==> src/fei_pkg.sv <==
// Constants for the flash event interrupt logic
package fei_pkg;
	localparam int FEI_DW = 16;
	localparam int FEI_AW = 8;
	localparam int FEI_SYS_N = 4;
	// Register byte offsets
	localparam logic [7:0] FEI_OFF_EN = 8'h00;
	localparam logic [7:0] FEI_OFF_FLG = 8'h04;
	localparam logic [7:0] FEI_OFF_STS = 8'h08;
	localparam logic [7:0] FEI_OFF_CLR = 8'h0c;
	localparam logic [7:0] FEI_OFF_IEN = 8'h10;
	// Field positions in both event registers
	localparam int FEI_B_PIN = 15;
	localparam int FEI_B_RDY = 4;
	localparam int FEI_B_POR = 2;
	localparam int FEI_B_ECC2 = 1;
	localparam int FEI_B_ECC1 = 0;
	// System status bit positions
	localparam int FEI_S_ECC1 = 0;
	localparam int FEI_S_ECC2 = 1;
	localparam int FEI_S_RDY = 2;
	localparam int FEI_S_PIN = 3;
	// Writable enable bits and event-driven flag bits
	localparam logic [15:0] FEI_EN_RW = 16'h8013;
	localparam logic [15:0] FEI_EV_MASK = 16'h0013;
	// Reset values
	localparam logic [15:0] FEI_EN_RST = 16'hffff;
	localparam logic [15:0] FEI_FLG_HW_RST = 16'hffff;
	localparam logic [15:0] FEI_FLG_POR_RST = 16'hfffb;
	localparam logic [3:0] FEI_SYS_RST = 4'h0;
	localparam logic [1:0] FEI_SYNC_RST = 2'h3;
endpackage

==> src/fei_flash_event_irq.sv <==
// Flash event interrupt logic with APB register access
//
// The address map and the APB register port were decided locally.
`timescale 1ns/1ps
module fei_flash_event_irq
	import fei_pkg::*;
(
	// Clock and power-on reset
	input wire logic clock,
	input wire logic rst_b,
	// Hardware reset pin, asynchronous
	input wire logic hw_reset_b,
	// Internal event pulses
	input wire logic ready_evt,
	input wire logic ecc2_evt,
	input wire logic ecc1_evt,
	// APB slave
	input wire logic psel,
	input wire logic penable,
	input wire logic pwrite,
	input wire logic [FEI_AW-1:0] paddr,
	input wire logic [31:0] pwdata,
	output logic [31:0] prdata,
	output logic pready,
	output logic pslverr,
	// Open-drain interrupt pin
	output logic int_pin_out,
	output logic int_pin_oe,
	// System interrupt
	output logic irq
);

	typedef struct packed {
		logic [FEI_DW-1:0] en;
		logic [FEI_DW-1:0] flg;
		logic [FEI_SYS_N-1:0] sts;
		logic [FEI_SYS_N-1:0] ien;
		logic [1:0] sync;
		logic pin;
		logic [31:0] rdata;
	} fei_state_t;

	fei_state_t s_q;
	fei_state_t s_d;

	logic hwr;
	logic wr_acc;
	logic rd_setup;
	logic [FEI_DW-1:0] ev_raw;
	logic [FEI_DW-1:0] ev_hit;
	logic pin_drive;
	logic wr_en;
	logic wr_flg;
	logic wr_clr;
	logic wr_ien;
	logic [FEI_SYS_N-1:0] sts_set;

	function automatic logic mapped(input logic [FEI_AW-1:0] a);
		mapped = (a == FEI_OFF_EN) || (a == FEI_OFF_FLG) ||
			(a == FEI_OFF_STS) || (a == FEI_OFF_CLR) ||
			(a == FEI_OFF_IEN);
	endfunction

	function automatic logic [31:0] rd_mux(input fei_state_t s,
		input logic [FEI_AW-1:0] a);
		rd_mux = 32'h0;
		case (a)
			FEI_OFF_EN: rd_mux = {16'h0, s.en};
			FEI_OFF_FLG: rd_mux = {16'h0, s.flg};
			FEI_OFF_STS: rd_mux = {28'h0, s.sts};
			FEI_OFF_IEN: rd_mux = {28'h0, s.ien};
			default: rd_mux = 32'h0;
		endcase
	endfunction

	// Zero-wait slave; read data captured in setup phase
	assign pready = psel & penable;
	assign pslverr = psel & penable & ~mapped(paddr);
	assign wr_acc = psel & penable & pwrite & mapped(paddr);
	assign rd_setup = psel & ~penable;
	assign hwr = ~s_q.sync[1];

	// Write strobes per register
	assign wr_en = wr_acc & (paddr == FEI_OFF_EN);
	assign wr_flg = wr_acc & (paddr == FEI_OFF_FLG);
	assign wr_clr = wr_acc & (paddr == FEI_OFF_CLR);
	assign wr_ien = wr_acc & (paddr == FEI_OFF_IEN);

	assign ev_raw = {11'h0, ready_evt, 2'b00, ecc2_evt, ecc1_evt};
	assign ev_hit = ev_raw & ~s_q.en & FEI_EV_MASK;

	// drive while the pin is enabled and any enabled flag is low
	assign pin_drive = ~s_q.en[FEI_B_PIN] &
		(|(~s_q.flg & ~s_q.en & FEI_EV_MASK));

	// Status set sources, event sources quiet during hardware reset
	assign sts_set[FEI_S_ECC1] = ev_hit[FEI_B_ECC1] & ~hwr;
	assign sts_set[FEI_S_ECC2] = ev_hit[FEI_B_ECC2] & ~hwr;
	assign sts_set[FEI_S_RDY] = ev_hit[FEI_B_RDY] & ~hwr;
	assign sts_set[FEI_S_PIN] = pin_drive & ~s_q.pin;

	always_comb begin
		s_d = s_q;
		s_d.sync = {s_q.sync[0], hw_reset_b};
		s_d.pin = pin_drive;
		if (rd_setup) begin
			s_d.rdata = rd_mux(s_q, paddr);
		end
		if (hwr) begin
			s_d.en = FEI_EN_RST;
			s_d.flg = FEI_FLG_HW_RST;
		end else begin
			if (wr_en) begin
				s_d.en = pwdata[15:0] | ~FEI_EN_RW;
				// disabling a channel sets its flag
				s_d.flg = s_q.flg | (pwdata[15:0] & FEI_EV_MASK);
				// POR flag left to flag writes
				if (pwdata[FEI_B_PIN]) begin
					s_d.flg = s_q.flg | FEI_FLG_POR_RST;
				end
			end
			if (wr_flg) begin
				s_d.flg = s_q.flg | pwdata[15:0];
			end
			// events clear flags, winning over writes
			s_d.flg = s_d.flg & ~ev_hit;
		end
		if (wr_clr) begin
			s_d.sts = s_q.sts & ~pwdata[FEI_SYS_N-1:0];
		end
		if (wr_ien) begin
			s_d.ien = pwdata[FEI_SYS_N-1:0];
		end
		// System status: set wins over clear
		s_d.sts = s_d.sts | sts_set;
	end

	always_ff @(posedge clock or negedge rst_b) begin
		if (!rst_b) begin
			s_q.en <= FEI_EN_RST;
			s_q.flg <= FEI_FLG_POR_RST;
			s_q.sts <= FEI_SYS_RST;
			s_q.ien <= FEI_SYS_RST;
			s_q.sync <= FEI_SYNC_RST;
			s_q.pin <= 1'b0;
			s_q.rdata <= 32'h0;
		end else begin
			s_q <= s_d;
		end
	end

	assign prdata = s_q.rdata;
	// open drain: only ever drives low
	assign int_pin_out = 1'b0;
	assign int_pin_oe = pin_drive;
	assign irq = |(s_q.sts & s_q.ien);
endmodule

==> config.mk <==
export PLATFORM = sky130hd
export DESIGN_NAME = fei_flash_event_irq
export DESIGN_NICKNAME = d
export VERILOG_FILES = /design/src/fei_pkg.sv /design/src/fei_flash_event_irq.sv
export SDC_FILE = /design/constraint.sdc
export NUM_CORES = 1
export LEC_CHECK = 0
export ABC_AREA = 1
export BUFFER_PORTS_ARGS = -buffer_cell sky130_fd_sc_hd__buf_2
export CORE_ASPECT_RATIO = 0.75
export CORE_MARGIN = 5
export CORE_UTILIZATION = 56
export CTS_BUF_LIST = sky130_fd_sc_hd__clkbuf_16
export CTS_CLUSTER_DIAMETER = 50
export CTS_CLUSTER_SIZE = 20
export DETAILED_ROUTE_END_ITERATION = 10
export MAX_ROUTING_LAYER = met4
export PLACE_DENSITY_LB_ADDON = 0.1
export SYNTH_ARGS = -nofsm -noshare
export SYNTH_HDL_FRONTEND = slang
export SYNTH_SLANG_ARGS = --single-unit
==> constraint.sdc <==
create_clock -name clock -period 4.2 [get_ports clock]
set_input_delay 0.84 -clock clock [delete_from_list [all_inputs] [get_ports clock]]
set_output_delay 0.84 -clock clock [all_outputs]
set_load 0.005 [all_outputs]
==> results of run 1 <==
## final timing paths
path                                        start                      to  slack (ns)
worst max-delay path                     paddr[0]                 pslverr        1.46
worst min-delay path            s_d[34]$_DFF_PN1_       s_q[34]$_DFF_PN1_        0.36
worst max register to register  s_q[34]$_DFF_PN1_     s_q[55]$_DFFE_PN1P_        2.82
worst min register to register  s_d[34]$_DFF_PN1_       s_q[34]$_DFF_PN1_        0.36
max in group asynchronous                   rst_b  prdata[13]$_DFFE_PN0P_        2.81
min in group asynchronous                   rst_b       s_q[39]$_DFF_PN0_        0.74
## through the flow
step	instance area, µm²	cells	hold slack (ns)	utilization (%)	setup slack (ns)
2_1_floorplan	2890	354	0.345	-	1.70
3_3_place_gp	2870	420	0.348	58.6	1.47
3_5_place_dp	2870	420	0.351	58.6	1.45
4_1_cts	3030	428	0.360	61.9	1.45
5_1_grt	3030	428	0.367	61.9	1.34
6_report	3030	428	0.358	61.9	1.46
## area by class of cell
class	count	area share (%)
Multi-Input combinational cell	215	37.3
Timing Repair Buffer	53	8.83
Tap cell	60	2.48
Sequential cell	48	40.5
Clock buffer	5	4.13
Inverter	44	5.53
Clock inverter	3	1.28
## power by group
| part | switching [mW] | total [mW] | internal [mW] |
|---|---|---|---|
| Sequential | 0.0108 | 0.491 | 0.480 |
| Combinational | 0.0485 | 0.0727 | 0.0242 |
| Clock | 0.166 | 0.444 | 0.278 |
## layer usage
| layer | global-route usage [%] | share of wire (%) |
|---|---|---|
| met4 | 3.46 | 0.64 |
| met2 | 27.9 | 43 |
| met3 | 5.14 | 7.6 |
| met5 | - | 0 |
| met1 | 27.8 | 49 |
## critical path, cell delays in order
cell	delay, ns
buf_2	0.10
inv_2	0.04
nand2_2	0.08
nor3_2	0.21
nand2_2	0.14
nand3_4	0.29
nor2_1	0.07
buf_2	0.13
## logic make-up (layout without fill, tap and decap cells)
kind of cell	count (synthesis)	after routing	share of synthesized area, %
simple gates	138	138	23.0
buf+inv	91	105	18.7
compound gates	60	60	14.7
flops	48	48	43.5
other cells	1	17	0.133
## sequential cells by signal, summed over array words and instances (netlist names)
name and cells:
prdata 16, s_d 1, s_q 31
## cell usage in the layout (no fill, tap or decap), drive strengths merged
master / n
nand2: 80
buf: 53
inv: 41
dfrtp: 26
nor2: 25
dfstp: 22
nand3: 21
conb: 17
o21ai: 14
o2111ai: 13
a21oi: 10
a21o: 10
nand4: 8
o22ai: 5
clkbuf: 5
clkinv: 5
nor3: 4
o21bai: 3
o211ai: 3
o221ai: 1
a221o: 1
bufinv: 1
==> reports/metrics.yaml, run 1 <==
status:
  outcome: "finished clean"
power:
  report.power.total_mw: 1.01
  cellPowerDensity_mw_per_mm2: 332
  leakage_nw: 1.74
  vdd.ir_drop.worst_mv: 0.205
critical_path:
  critPathLaunchType: "input port"
  r2r_cells: 4
  required_ns: 3.36
  arrival_ns: 1.90
  path_max_fanout: 21
  critPathCaptureType: "output port"
  critPathKind: "input port to output port"
die:
  die_w_um: 92.1
  die_h_um: 71.5
  initial_core_utilization_pct: 57.7
  floorplan.die_area_mm2: 0.00659
  ioPinCount: 86
  core_mm2: 0.00490
  core.rowCount: 22
synth:
  yosys_warnings: 0
  unique_masters_post_synth: 36
  synth_enable_flop_cells: 0
  synth_top_flop_cell: "dfrtp_1"
  synth.cells.most_frequent: "nand2_1 (74), buf_4 (34), inv_1 (34)"
  cell_taking_the_most_area_after_synthesis: "dfrtp_1"
  synthArstFlopShare_pct: 100
  synthesis.area_mm2: 0.00283
  synth_instances: 338
  ys_seq_area_share_pct: 43.5
  post-synth-top-area-fraction_pct: 23.0
  synth_seq_cells: 48
  netlist_top_cells_area: "dfrtp_1 (23%), dfstp_2 (20%), nand2_1 (9.8%)"
  synth_most_common_cell: "nand2_1"
  syn_area_per_cell_um2: 8.37
sta:
  achievable-frequency_ghz: 0.365
  fin_setup_tns_ns: 0
  final.min_clock_period_ns: 2.74
  max_transition_viols_final: 0
  timing.final.crit_share_pct: 65.3
  slew_at_the_pin_closest_to_its_max_slew_limit_ns: 1.05
  slew-limit-headroom_pct: 30.0
  final-hold-violation-count: 0
  setup_repair_after_global_routing_missed_its_margin: "no"
  setup_violations: 0
  finalClockSkew_ns: 0.00531
layout:
  area_delta_synth_final_pct: 7.26
  multi_input_comb_area_mm2: 0.00113
  antenna_cells: 0
  layout.nets: 416
  num-fill-cells: 440
  sequential_cell_area_mm2: 0.00123
  share_of_cells_above_drive_strength_1_pct: 28.8
global_routing:
  grt_pass1_vias: 2041
  first_pass_grt_wire_length_mm: 9.87
  groute.usage.overall_pct: 19.4
  globalRouteOverflowTotal: 0
  antenna_found_initial: 0
  grt_start_max_net_pins: 49
clock_network:
  numClockSinks: 48
  cts_max_level: 2
  cell_at_the_root_of_the_clock_tree: "clkbuf_16"
  postCtsSetupRepairBufs: 0
  cts_inserted_buffers: 5
  clk_transition_reported_paths_ns: 0.06
  clkLatencyLatePin_ns: 0.29
  cts_hold_buf: 0
  cts_tree: "done"
  post_cts_resize_count: 0
  clk_path_buf_depth: 2
worst_hold_path:
  min_path_type: "flop to flop"
  holdPathStages: 0
routing:
  vias_per_cell: 5.30
  wl_per_cell_um: 14.5
  finalWirelength_mm: 6.22
  detailroute.via_count: 2269
  antenna_violating_nets_post_route: 0
  drt_drc_violations_left: 0
  drt-initial-drc-count: 142
  firstDrtPassIters: 4
placement:
  place_hpwl_mm: 4.45
  port_buffers: 52
  gp_congestion: 0.833
flow_run:
  cap_violations: 0
Note: power is estimated with default switching activity, not from simulation.
==> inputs of run 2 (changes only) <==
--- a/config.mk
+++ b/config.mk
@@ -9,7 +9,7 @@
 export BUFFER_PORTS_ARGS = -buffer_cell sky130_fd_sc_hd__buf_2
 export CORE_ASPECT_RATIO = 0.75
 export CORE_MARGIN = 5
-export CORE_UTILIZATION = 56
+export CORE_UTILIZATION = 52
 export CTS_BUF_LIST = sky130_fd_sc_hd__clkbuf_16
 export CTS_CLUSTER_DIAMETER = 50
 export CTS_CLUSTER_SIZE = 20
==> constraint.sdc (replaced) <==
create_clock -name clock -period 2.9 [get_ports clock]
set_input_delay 0.58 -clock clock [delete_from_list [all_inputs] [get_ports clock]]
set_output_delay 0.58 -clock clock [all_outputs]
set_load 0.005 [all_outputs]
==> run 2 against run 1 <==
Against the previous run: sequential power is 45% higher; via count is 1.3% lower; worst hold slack better by 0.0013 ns; combinational power is 47% higher; critical path type unchanged; global-route usage is 0.45 points lower; setup slack worse by 0.78 ns; highest routed layer unchanged; register-to-register slack worse by 1.3 ns; sequential share of layout area is 0.54 points lower.
==> reports/metrics.yaml, run 2 (synthesized netlist as in run 1, its figures left out) <==
status:
  outcome: "finished clean"
die:
  floorplan.die_area_mm2: 0.00703  # +6.7%
  ioPinCount: 86  # unchanged
  initial_core_utilization_pct: 53.4  # -4.3 points
  die_h_um: 73.9  # +3.2%
  die_w_um: 95.2  # +3.4%
  core_mm2: 0.00530  # +8.1%
  core.rowCount: 23  # +4.5%
clock_network:
  clk_path_buf_depth: 2  # unchanged
  cts_tree: "done"
  cts_max_level: 2  # unchanged
  postCtsSetupRepairBufs: 0  # unchanged
  cts_hold_buf: 0  # unchanged
  clkLatencyLatePin_ns: 0.28  # about the same
  numClockSinks: 48  # unchanged
  post_cts_resize_count: 0  # unchanged
  clk_transition_reported_paths_ns: 0.06  # about the same
  cell_at_the_root_of_the_clock_tree: "clkbuf_16"
  cts_inserted_buffers: 5  # unchanged
layout:
  max_flop_register: "s_q"
  antenna_cells: 0  # unchanged
  area_delta_synth_final_pct: 8.72
  layout.cells.most_common_list: "nand2_1 (74), buf_2 (52), inv_1 (34)"
  final-instance-count-excl-fill: 445  # +4.0%
  number_of_flip_flops_in_the_largest_register: 31  # unchanged
  share_of_cells_above_drive_strength_1_pct: 29.5  # +0.66 points
  num-fill-cells: 515  # +17%
  layout.nets: 418  # +0.48%
  mostFrequentLayoutCell: "nand2_1"
sta:
  final-hold-violation-count: 0  # unchanged
  slew_at_the_pin_closest_to_its_max_slew_limit_ns: 0.896  # -0.155 ns
  setup_violations: 0  # unchanged
  timing.final.crit_share_pct: 76.6
  final.min_clock_period_ns: 2.22
  setup_repair_after_global_routing_missed_its_margin: "no"
  fin_setup_tns_ns: 0  # unchanged
  finalClockSkew_ns: 0.00489  # -0.000422 ns
  achievable-frequency_ghz: 0.450
  fin_worst_hold_slack_ns: 0.359  # +0.00127 ns
  max_transition_viols_final: 0  # unchanged
  slew-limit-headroom_pct: 40.3  # +10 points
critical_path:
  critPathCaptureType: "output port"
  worstPathCellList: "buf_2 > inv_2 > nand2_2 > nor3_2 > nand2_2 > nand3_4 > nor2_1 > buf_2"
  critical-path-top-delay-family: "simple AND/OR/NAND/NOR gates"
  critical-path-slowest-cell: "nand3_4"
  worstPathBufferInverterCount: 3  # unchanged
  path_max_fanout: 21  # unchanged
  critical_path.max_stage_delay_ns: 0.28  # about the same
  arrival_ns: 1.64  # -0.26 ns
  critPathLaunchType: "input port"
  required_ns: 2.32  # -1.04 ns
  critPathKind: "input port to output port"
routing:
  drt-initial-drc-count: 134  # -5.6%
  met3_length_um: 469  # -0.64%
  wl_per_cell_um: 13.9  # -4.2%
  finalWirelength_mm: 6.19  # -0.39%
  antenna_violating_nets_post_route: 0  # unchanged
  met2WireLength_mm: 2.75  # +3.2%
  vias_per_cell: 5.03  # -5.0%
  wl_met1_mm: 2.95  # -2.9%
  detailroute.via_count: 2240  # -1.3%
  firstDrtPassIters: 4  # unchanged
  drt_drc_violations_left: 0  # unchanged
  highest-signal-layer: "met4"
global_routing:
  grt_start_max_net_pins: 41  # -16%
  antenna_found_initial: 0  # unchanged
  globalRouteOverflowTotal: 0  # unchanged
  first_pass_grt_wire_length_mm: 9.99  # +1.3%
  grt_pass1_vias: 2116  # +3.7%
  groute.usage.overall_pct: 18.9  # -0.45 points
placement:
  dpl.cell_count: 437  # +4.0%
  gp_congestion: 0.830  # -0.34%
  place_hpwl_mm: 4.59  # +3.2%
  port_buffers: 52  # unchanged
power:
  cellPowerDensity_mw_per_mm2: 481  # +45%
  leakage_nw: 1.75  # +0.27%
  vdd.ir_drop.worst_mv: 0.348  # +70%
flow_run:
  cap_violations: 0  # unchanged
worst_hold_path:
  min_path_type: "flop to flop"
## run 2: path summary, 6_finish.rpt
check	from	to	slack, ns	cells after the start
worst min register to register	s_d[34]$_DFF_PN1_	s_q[34]$_DFF_PN1_	0.36	0
min in group asynchronous	rst_b	s_q[39]$_DFF_PN0_	0.42	1
max in group asynchronous	rst_b	s_q[59]$_DFFE_PN1P_	1.75	2
worst max register to register	s_q[34]$_DFF_PN1_	s_q[48]$_DFFE_PN1P_	1.54	4
worst min-delay path	s_d[34]$_DFF_PN1_	s_q[34]$_DFF_PN1_	0.36	0
worst max-delay path	paddr[0]	pslverr	0.68	8
## run 2: area by class of cell
cell class                      instances  area, µm²  area share (%)
Tap cell                               75       93.8            3.05
Multi-Input combinational cell        215       1130            36.8
Inverter                               44        168            5.45
Clock inverter                          3       46.3            1.51
Sequential cell                        48       1230            40.0
Clock buffer                            5        125            4.07
Timing Repair Buffer                   55        283            9.20
## run 2: power breakdown
part | switching [mW] | total, mW | internal (mW)
clock network | 0.252 | 0.661 | 0.410
registers | 0.0153 | 0.711 | 0.695
logic | 0.0708 | 0.107 | 0.0367
total | 0.338 | 1.48 | 1.14
## run 2: worst reg2reg max path, cell delays in order, from the launching register on
cell and delay (ns):
dfstp_2 0.78, nand2_1 0.13, inv_2 0.20, nand3_1 0.11
nand2_1 0.08
## run 2: through the flow
stage	total power, mW	setup WS (ns)	util, %	area [µm²]
finish	1.48	0.678	58.1	3070
global route	1.54	0.567	58.1	3070
CTS	1.50	0.677	58.1	3070
detailed placement	0.830	0.681	54.8	2900
global placement	0.827	0.695	54.8	2900
floorplan	0.795	0.921	-	2890
## run 2: routing by layer
layer | up-vias | global-route usage, %
met4 | 0 | 4.00
met5 | - | -
met1 | 1036 | 27.6
met3 | 2 | 3.48
li1 | 1121 | -
met2 | 81 | 27.5
